$ cat config.mk
export PLATFORM = sky130hd
export DESIGN_NAME = ppmc_pm_regs
export DESIGN_NICKNAME = d
export VERILOG_FILES = /design/src/rtl/ppmc_pm_regs.v
export VERILOG_INCLUDE_DIRS = /design/src /design/src/rtl
export SDC_FILE = /design/constraint.sdc
export NUM_CORES = 1
export LEC_CHECK = 0
export BUFFER_PORTS_ARGS = -buffer_cell sky130_fd_sc_hd__buf_4
export CAP_MARGIN = 10
export CORE_MARGIN = 2
export CORE_UTILIZATION = 40
export DETAILED_ROUTE_END_ITERATION = 10
export PLACE_DENSITY = 0.72
export SLEW_MARGIN = 20
export SYNTH_ARGS = -nofsm -noshare
export SYNTH_HDL_FRONTEND = slang
export SYNTH_SLANG_ARGS = --single-unit
export TNS_END_PERCENT = 5
$ cat constraint.sdc
create_clock -name ref_clk_i -period 1.37 [get_ports ref_clk_i]
set_clock_uncertainty 0.2 [all_clocks]
set_input_delay 0 -clock ref_clk_i [delete_from_list [all_inputs] [get_ports ref_clk_i]]
set_output_delay 0 -clock ref_clk_i [all_outputs]
set_load 0.01 [all_outputs]
$ cat src/rtl/ppmc_defines.vh
// constants for the power-management capability register bank
// assumes config accesses arrive as single-cycle strobes on the core clock
`ifndef PPMC_DEFINES_VH
`define PPMC_DEFINES_VH

// ----------------------------------------
// register selects (offsets within the capability block)
// ----------------------------------------
`define PPMC_SEL_CAP 1'b0
`define PPMC_SEL_CSR 1'b1

// ----------------------------------------
// capability fields
// ----------------------------------------
`define PPMC_VERSION 3'h2
`define PPMC_WAKE_STATES 4'hf
`define PPMC_AUX_LO 6
`define PPMC_AUX_HI 8
`define PPMC_D3C_BIT 15
`define PPMC_AUX_RST 3'h0
`define PPMC_D3C_RST 1'b0

// ----------------------------------------
// control/status fields
// ----------------------------------------
`define PPMC_PS_LO 1
`define PPMC_PS_HI 0
`define PPMC_PS_D0 2'h0
`define PPMC_PS_RST 2'h0
`define PPMC_EN_BIT 8
`define PPMC_ST_BIT 15

// ----------------------------------------
// fixed read bits, lanes and sync stages
// ----------------------------------------
`define PPMC_BE_LO 0
`define PPMC_BE_HI 1
`define PPMC_LO_BYTE_MSB 7
`define PPMC_AUX_WIDTH 3
`define PPMC_DEEP_SLEEP 1'b1
`define PPMC_LIGHT_SLEEP 1'b1
`define PPMC_DSI 1'b0
`define PPMC_RSVD_BIT 1'b0
`define PPMC_CLK_FREE 1'b0
`define PPMC_DATA_ZERO 6'h00
`define PPMC_RSVD_ZERO 6'h00
`define PPMC_SYNC_MID 1
`define PPMC_SYNC_LAST 2
`define PPMC_SYNC_RST 3'h0
`define PPMC_RDATA_RST 16'h0000
`define PPMC_OUT_RST 1'b0

`endif

$ cat src/rtl/ppmc_pm_regs.v
// power-management capability and control/status registers of one host core,
// plus the legacy io space indicator bit.
// assumes config writes/reads are one-cycle strobes from the config decoder.
//
// Behaviour
// - legacy decode bit 0: io space indicator reads 0
// - legacy decode bit 1: io space indicator follows synchronised legacy strap pin
// - one legacy controller shared; its io address lives in first core only
// - capability version bits 2:0 read 010b
// - capability bit 3 reads 0, no pci clock needed for wake
// - capability bit 5 reads 0, no special init needed
// - aux current bits 8:6 reset 000b, writable when unlocked
// - capability bits 9 and 10 read 1, light and deep sleep
// - capability bits 14:11 read 1111b
// - capability bit 15 is cold-wake support, reset 0
// - aux current and cold-wake bit writable only while unlock bit is 1
// - serial rom loader may preload writable capability fields before config access
// - power state bits 1:0 read/write, reset 00b
// - control bit 8 enables wake output
// - wake enable resets 0 without cold-wake support
// - with cold-wake support enable and status survive reset
// - data select and data scale read zero
// - status bit 15 sets on resume flag rise, regardless of enable
// - writing 1 to status bit clears it
// - wake status resets 0 without cold-wake support
// - power state not D0 means global suspend, clock stopped

`include "ppmc_defines.vh"

module ppmc_pm_regs (
    // clock and reset
    input wire ref_clk_i,
    input wire reset_n_i,
    // configuration access
    input wire cfg_wr_i,
    input wire cfg_rd_i,
    input wire cfg_sel_i,
    input wire [1:0] cfg_be_i,
    input wire [15:0] cfg_wdata_i,
    output reg [15:0] cfg_rdata_o,
    // serial rom preload
    input wire rom_load_i,
    input wire [2:0] rom_aux_current_i,
    input wire rom_cold_wake_i,
    // chip-level inputs
    input wire ident_write_unlock_i,
    input wire legacy_decode_sel_i,
    input wire legacy_strap_i,
    input wire resume_seen_flag_i,
    // outputs
    output reg io_space_ind_o,
    output reg wake_o,
    output reg global_suspend_o
);

// ----------------------------------------
// state
// ----------------------------------------
reg [2:0] aux_current;
reg cold_wake;
reg [1:0] power_state;
reg wake_assert_enable;
reg wake_event_flag;
reg resume_d;
reg [2:0] strap_sync;
reg strap_level;
wire [15:0] cap_word;
wire [15:0] csr_word;
wire cap_wr_lo;
wire cap_wr_hi;
wire csr_wr_lo;
wire csr_wr_hi;
wire resume_rise;

// ----------------------------------------
// write strobes per register and byte lane
// ----------------------------------------
assign cap_wr_lo = cfg_wr_i & (cfg_sel_i == `PPMC_SEL_CAP) & cfg_be_i[`PPMC_BE_LO];
assign cap_wr_hi = cfg_wr_i & (cfg_sel_i == `PPMC_SEL_CAP) & cfg_be_i[`PPMC_BE_HI];
assign csr_wr_lo = cfg_wr_i & (cfg_sel_i == `PPMC_SEL_CSR) & cfg_be_i[`PPMC_BE_LO];
assign csr_wr_hi = cfg_wr_i & (cfg_sel_i == `PPMC_SEL_CSR) & cfg_be_i[`PPMC_BE_HI];

// ----------------------------------------
// read words
// ----------------------------------------
// fixed version
assign cap_word = {
    cold_wake,
    `PPMC_WAKE_STATES,
    `PPMC_DEEP_SLEEP,
    `PPMC_LIGHT_SLEEP,
    aux_current,
    `PPMC_DSI,
    `PPMC_RSVD_BIT,
    `PPMC_CLK_FREE,
    `PPMC_VERSION
};
assign csr_word = {
    wake_event_flag,
    `PPMC_DATA_ZERO,
    wake_assert_enable,
    `PPMC_RSVD_ZERO,
    power_state
};

// ----------------------------------------
// capability writable fields
// ----------------------------------------
wire cap_unlocked_wr;
wire [2:0] next_aux_current;
reg next_cold_wake;

assign cap_unlocked_wr = ident_write_unlock_i & ~rom_load_i;

// aux current, lane picked per bit
genvar aux_idx;
generate
    for (aux_idx = 0; aux_idx < `PPMC_AUX_WIDTH; aux_idx = aux_idx + 1) begin : g_aux_bit
        localparam integer BIT_POS = `PPMC_AUX_LO + aux_idx;
        wire lane_wr;
        assign lane_wr = (BIT_POS > `PPMC_LO_BYTE_MSB) ? cap_wr_hi : cap_wr_lo;
        assign next_aux_current[aux_idx] = (cap_unlocked_wr & lane_wr) ?
            cfg_wdata_i[BIT_POS] : aux_current[aux_idx];
    end
endgenerate

always @* begin
    next_cold_wake = cold_wake;
    if (cap_unlocked_wr & cap_wr_hi) begin
        next_cold_wake = cfg_wdata_i[`PPMC_D3C_BIT];
    end
end

always @(posedge ref_clk_i or negedge reset_n_i) begin
    if (!reset_n_i) begin
        aux_current <= `PPMC_AUX_RST;
        cold_wake <= `PPMC_D3C_RST;
    end else if (rom_load_i) begin
        aux_current <= rom_aux_current_i;
        cold_wake <= rom_cold_wake_i;
    end else begin
        aux_current <= next_aux_current;
        cold_wake <= next_cold_wake;
    end
end

// ----------------------------------------
// power state
// ----------------------------------------
reg [1:0] next_power_state;

always @* begin
    next_power_state = power_state;
    if (csr_wr_lo) begin
        next_power_state = cfg_wdata_i[`PPMC_PS_LO:`PPMC_PS_HI];
    end
end

always @(posedge ref_clk_i or negedge reset_n_i) begin
    if (!reset_n_i) begin
        power_state <= `PPMC_PS_RST;
    end else begin
        power_state <= next_power_state;
    end
end

// ----------------------------------------
// wake enable and status
// ----------------------------------------
reg next_wake_assert_enable;
reg next_wake_event_flag;
wire sticky_hold;

// no reset: the detector tracks the flag through reset, so no false edge follows
always @(posedge ref_clk_i) begin
    resume_d <= resume_seen_flag_i;
end
assign resume_rise = resume_seen_flag_i & ~resume_d;

always @* begin
    next_wake_assert_enable = wake_assert_enable;
    if (csr_wr_hi) begin
        next_wake_assert_enable = cfg_wdata_i[`PPMC_EN_BIT];
    end
end

// resume set wins over write-one clear
always @* begin
    next_wake_event_flag = wake_event_flag;
    if (resume_rise) begin
        next_wake_event_flag = 1'b1;
    end else if (csr_wr_hi & cfg_wdata_i[`PPMC_ST_BIT]) begin
        next_wake_event_flag = 1'b0;
    end
end

// cold-wake support is restored from rom, so the rom value decides stickiness
assign sticky_hold = rom_cold_wake_i;

// cleared during reset only without cold-wake support
always @(posedge ref_clk_i) begin
    if (!reset_n_i) begin
        if (!sticky_hold) begin
            wake_assert_enable <= 1'b0;
            wake_event_flag <= 1'b0;
        end
    end else begin
        wake_assert_enable <= next_wake_assert_enable;
        wake_event_flag <= next_wake_event_flag;
    end
end

// ----------------------------------------
// legacy strap sync
// ----------------------------------------
reg next_strap_level;

// level taken once second and third flops agree
always @* begin
    next_strap_level = strap_level;
    if (strap_sync[`PPMC_SYNC_LAST] == strap_sync[`PPMC_SYNC_MID]) begin
        next_strap_level = strap_sync[`PPMC_SYNC_LAST];
    end
end

always @(posedge ref_clk_i or negedge reset_n_i) begin
    if (!reset_n_i) begin
        strap_sync <= `PPMC_SYNC_RST;
        strap_level <= `PPMC_OUT_RST;
    end else begin
        strap_sync <= {strap_sync[`PPMC_SYNC_MID:0], legacy_strap_i};
        strap_level <= next_strap_level;
    end
end

// ----------------------------------------
// read mux
// ----------------------------------------
reg [15:0] next_cfg_rdata;

always @* begin
    next_cfg_rdata = cfg_rdata_o;
    if (cfg_rd_i) begin
        case (cfg_sel_i)
            `PPMC_SEL_CAP: begin
                next_cfg_rdata = cap_word;
            end
            `PPMC_SEL_CSR: begin
                next_cfg_rdata = csr_word;
            end
            default: begin
                next_cfg_rdata = cap_word;
            end
        endcase
    end
end

// ----------------------------------------
// outputs, each from its own flop
// ----------------------------------------
reg next_io_space_ind;
reg next_wake;
reg next_global_suspend;

// indicator for the shared legacy controller
always @* begin
    next_io_space_ind = legacy_decode_sel_i & strap_level;
end

always @* begin
    next_wake = wake_assert_enable & wake_event_flag;
end

always @* begin
    next_global_suspend = (power_state != `PPMC_PS_D0);
end

always @(posedge ref_clk_i or negedge reset_n_i) begin
    if (!reset_n_i) begin
        cfg_rdata_o <= `PPMC_RDATA_RST;
    end else begin
        cfg_rdata_o <= next_cfg_rdata;
    end
end

always @(posedge ref_clk_i or negedge reset_n_i) begin
    if (!reset_n_i) begin
        io_space_ind_o <= `PPMC_OUT_RST;
    end else begin
        io_space_ind_o <= next_io_space_ind;
    end
end

always @(posedge ref_clk_i or negedge reset_n_i) begin
    if (!reset_n_i) begin
        wake_o <= `PPMC_OUT_RST;
    end else begin
        wake_o <= next_wake;
    end
end

always @(posedge ref_clk_i or negedge reset_n_i) begin
    if (!reset_n_i) begin
        global_suspend_o <= `PPMC_OUT_RST;
    end else begin
        global_suspend_o <= next_global_suspend;
    end
end

endmodule // ppmc_pm_regs

Word level (Yosys, flattened, before mapping)
Index checks and enable logic that the tools add are counted.
- eq/ne operators: 4
- mux-type cells: 13
- reductions and logical operators: 5
- bitwise operators: 16
- operators with widths (operator ; count):
    16-bit one-hot mux with 2 select lines ; 1
    1-bit bitwise AND ; 13
    1-bit two-way mux ; 11
    2-bit nonzero test ; 3
    2-bit AND reduction ; 2
    3-bit two-way mux ; 1
    3-bit by 1-bit != test with 1-bit output (second input constant) ; 1
    1-bit NOT ; 3
    2-bit by 1-bit != test with 1-bit output (second input constant) ; 1
    2-bit != test (second input constant) ; 1
    1-bit == test ; 1
- input port bits: 32
- bits in registers: 32
- output and inout bits: 19
- logic and storage cells: 51

Longest topological paths before layout
- depth in word-level cells: 6
- depth in mapped cells: 4

Least setup slack after synthesis
Ideal clock, no wire load.
- path kind: register to register
- start point: register resume_d
- end point: register wake_event_flag (enable)
- setup time: 304 ps
- cell stages (with the launch flop): 4
- clock period less this slack: 1132 ps
- path slack: 238 ps
- arrival: 628 ps
- cells stage by stage: dfxtp_1 nand2b_1 nand3_1 a21boi_1
- longest elaborated chain between the ends: 4
- RTL lines (what ; RTL line ; text):
    start, declared ; ppmc_pm_regs.v:64 ; reg resume_d;
    start signal, assigned ; ppmc_pm_regs.v:176 ; resume_d <= resume_seen_flag_i;
    1-bit NOT ; ppmc_pm_regs.v:178 ; assign resume_rise = resume_seen_flag_i & ~resume_d;
    1-bit bitwise AND ; ppmc_pm_regs.v:178 ;
    3-bit by 1-bit != test with 1-bit output (no line) ; - ;
    2-bit AND reduction (no line) ; - ;
    end signal, assigned ; ppmc_pm_regs.v:209 ; wake_event_flag <= next_wake_event_flag;
    end, declared ; ppmc_pm_regs.v:63 ; reg wake_event_flag;
Every way passes these cells.
A chain may end at the register's enable or synchronous reset.

Worst setup path in the final report
- start point: input port cfg_sel_i
- end point: register power_state[1]
- longest elaborated chain between the ends: 2
- RTL lines (what ; RTL line ; text):
    start, declared ; ppmc_pm_regs.v:37 ; input wire cfg_sel_i,
    1-bit bitwise AND (2 in a row) ; ppmc_pm_regs.v:80 ; assign csr_wr_lo = cfg_wr_i & (cfg_sel_i == `PPMC_SEL_CSR) & cfg_be_i[`PPMC_BE_LO];
    end signal, assigned ; ppmc_pm_regs.v:161 ; power_state <= `PPMC_PS_RST;
    end signal, assigned ; ppmc_pm_regs.v:163 ; power_state <= next_power_state;
    end, declared ; ppmc_pm_regs.v:61 ; reg [1:0] power_state;
Every way passes these cells.

==> reports/qor.txt <==
Outcome: completed
Place WS: 0.137 ns
Worst Path Arrival: 1.36 ns
PwrDens: 967 nW/um^2
Die Area: 2920 um^2
Fin crit period: 1.35 ns
Max Cap Violations: 0
WS Path Type: input pin to flop
Average cell area after synthesis: 12.2 um^2
# IOs: 51
N_diodes: 0
Worst-Skew Late Latency: 0.32 ns
Grt ovf: 0
Max H-tree Level: 1
Final Setup Violations: 0
Number of global-route vias before repair: 730
Port bufs: 36
Hold Fails Final Rpt: 0
Final Max Tran Viols: 0
Cell Area, Placed: 1240 um^2
Clk sinks: 23
Cell chain of the critical path: buf_4 -> dlygate4sd3_1 -> nand3_2 -> mux2_1
Post-synth top area share: 49.9%
Met3 global-route usage: 1.67%
Site Rows: 18
RSZ-0062 raised after global routing: false
Sequential share of the synthesized area: 57.9%
Post-cts resize count: 0
Fillers: 192
Vias/cell: 4.68
Fmax: 743 MHz
VDD IR-drop max: 540 uV
Core Util, Final: 61.7%
Drt wl/cell: 11.8 um
All-Layer GR Usage: 14.9%
Share of cells above drive strength 1: 34.3%
Initial antenna violation count: 0
DRT iter0 DRCs: 12
Vias: 782
Clock tree root buffer cell: clkbuf_4
Clock power share: 21.9%
Die X: 54.1 um
Clock buffer depth: 2
CTS tree: yes
Critical path peak fanout: 8
First-pass GRT wire length: 3030 um
GP Congestion: 0.652
Max-slew headroom at the worst pin: 41.7%
CP peak stage delay: 0.78 ns
Std-Cell Core Area: 2430 um^2
Gate Count Post-Synth: 82
GRT busiest layer: met2
Met2 Resource Use GR: 23.6%
Setup WS post-layout: 0.0234 ns
Lkg Pwr: 0.000703 uW
Worst min path class: input pin to flop
Sw Pwr: 381 uW
Post-Syn Area: 1000 um^2
Drt total wl: 1960 um
Crit share post-route: 98.3%
Critical path endpoint category: flop
Routed Antenna Nets: 0
GR Layer Usage met1: 18.4%
DP HPWL: 1340 um
CP Launch Type: input pin
TNS Setup: 0 ns
Synth-to-Final Area Change: 49.7%
Initial Util: 41.2%
CTS buffer count: 3
1st-pass router iterations: 4
Area leader, netlist: dfrtp_1
Actual slew at the worst max-slew pin: 0.872 ns
Largest cells by area after synthesis: dfrtp_1 50%, buf_4 7.5%, mux2_1 6.7%
Reg clk slew, reported paths: 0.13 ns
Final nets: 170
Synth Register Bits: 23
Synth cell types: 24
Design area: 1500 um^2
Sequential share of power: 55.4%
Logic pwr share: 22.7%
Sw frac: 26.3%
Req. time, crit path: 1.38 ns
Synth warn: 0
Crit-path slowest cell: dlygate4sd3_1
Largest net degree at the start of global routing: 21
Cell Int Power: 1070 uW
Chip height: 54.1 um
DR DRC count: 0
## flip-flops by register name, indices dropped and copies added (netlist names)
signal / cells
cfg_rdata_o: 7
aux_current: 3
strap_sync: 3
power_state: 2
cold_wake: 1
global_suspend_o: 1
io_space_ind_o: 1
resume_d: 1
strap_level: 1
wake_assert_enable: 1
wake_event_flag: 1
wake_o: 1
## Yosys cell counts, drive strengths merged
library cell   n
a21oi          2
clkbuf         1
inv            6
nand2b         1
or2            1
nor2b          1
and2           3
conb           1
mux2          10
a31oi          3
nor2           4
mux2i          3
dfxtp          1
nand3          3
maj3           1
buf           10
nand4          2
nand3b         2
edfxtp         2
dfrtp         20
o21ai          4
a21boi         1
## layer usage
layer / wire, um / vias to the layer above
met3: 111 / 7
met5: 0 / -
met2: 965 / 35
li1: - / 375
met1: 817 / 365
met4: 70 / 0
## stage by stage
stage | std cells | power [uW] | hold slack, ns
4_1_cts | 166 | 1450 | 0.0495
2_1_floorplan | 85 | 960 | -0.496
6_report | 167 | 1450 | 0.0579
3_5_place_dp | 140 | 1100 | -0.295
3_3_place_gp | 140 | 1090 | -0.298
5_1_grt | 167 | 1530 | 0.0652
## area by class of cell
type                    count  area (um^2)  share of cell area (%)
clock inverters             1         5.00                   0.334
multi-input cells          45          332                    22.1
inverters                   6         22.5                    1.50
well taps                  30         37.5                    2.50
clock buffers               3         22.5                    1.50
flip-flops and latches     23          581                    38.7
repair buffers             59          500                    33.4
## critical path, delay by kind of cell
kind | cells | cell delay (ns)
simple gates | 1 | 0.14
mux | 1 | 0.33
buf+inv | 2 | 0.89
## final timing paths
path / from / endpoint / slack, ns / depth (start not counted)
setup reg to reg: resume_d$_DFF_P_ / wake_event_flag$_SDFFCE_PN0P_ / 0.18 / 3
setup / recovery: cfg_sel_i / power_state[1]$_DFFE_PN0P_ / 0.02 / 4
min in group asynchronous: reset_n_i / cfg_rdata_o[8]$_DFFE_PN0P_ / 0.12 / 2
hold reg to reg: strap_sync[0]$_DFF_PN0_ / strap_sync[1]$_DFF_PN0_ / 0.17 / 0
max in group asynchronous: reset_n_i / strap_level$_DFFE_PN0N_ / 0.31 / 2
hold / removal: cfg_wr_i / cold_wake$_DFFE_PN0P_ / 0.06 / 4
## what timing repair did
item / in CTS / in global routing
hold buffers: 22 / 2
buffers inserted: 0 / 0
setup endpoints to repair: 0 / 3
endpoints found under the hold margin: 40 / 9
## kinds of logic after synthesis
family	share of synthesized area, %
flops	57.9
buf+inv	10.1
simple gates	10.7
mux	14.2
compound gates	5.62
fa+ha+maj	0.999
other cells	0.374
## power groups by stage
stage | sequential (uW) | clock [uW] | combinational (uW)
2_1_floorplan | 827 | 0 | 134
3_3_place_gp | 814 | 0 | 274
3_5_place_dp | 820 | 0 | 279
4_1_cts | 805 | 316 | 330
5_1_grt | 813 | 350 | 363
6_report | 804 | 318 | 329
## cells in the final DEF (no fill, tap or decap)
cell           instances
a21boi_1               1
a21oi_1                2
a31oi_1                3
and2_1                 3
buf_4                 36
clkbuf_4               3
clkinv_2               1
conb_1                 4
dfrtp_1               20
dfxtp_1                1
dlygate4sd3_1         23
edfxtp_1               2
inv_1                  6
maj3_1                 1
mux2_1                 6
mux2_2                 4
mux2i_1                3
nand2b_1               1
nand3_1                2
nand3_2                1
nand3b_1               2
nand4_1                2
nor2_1                 4
nor2b_4                1
o21ai_0                4
or2_2                  1
(Power assumes the default switching activity.)
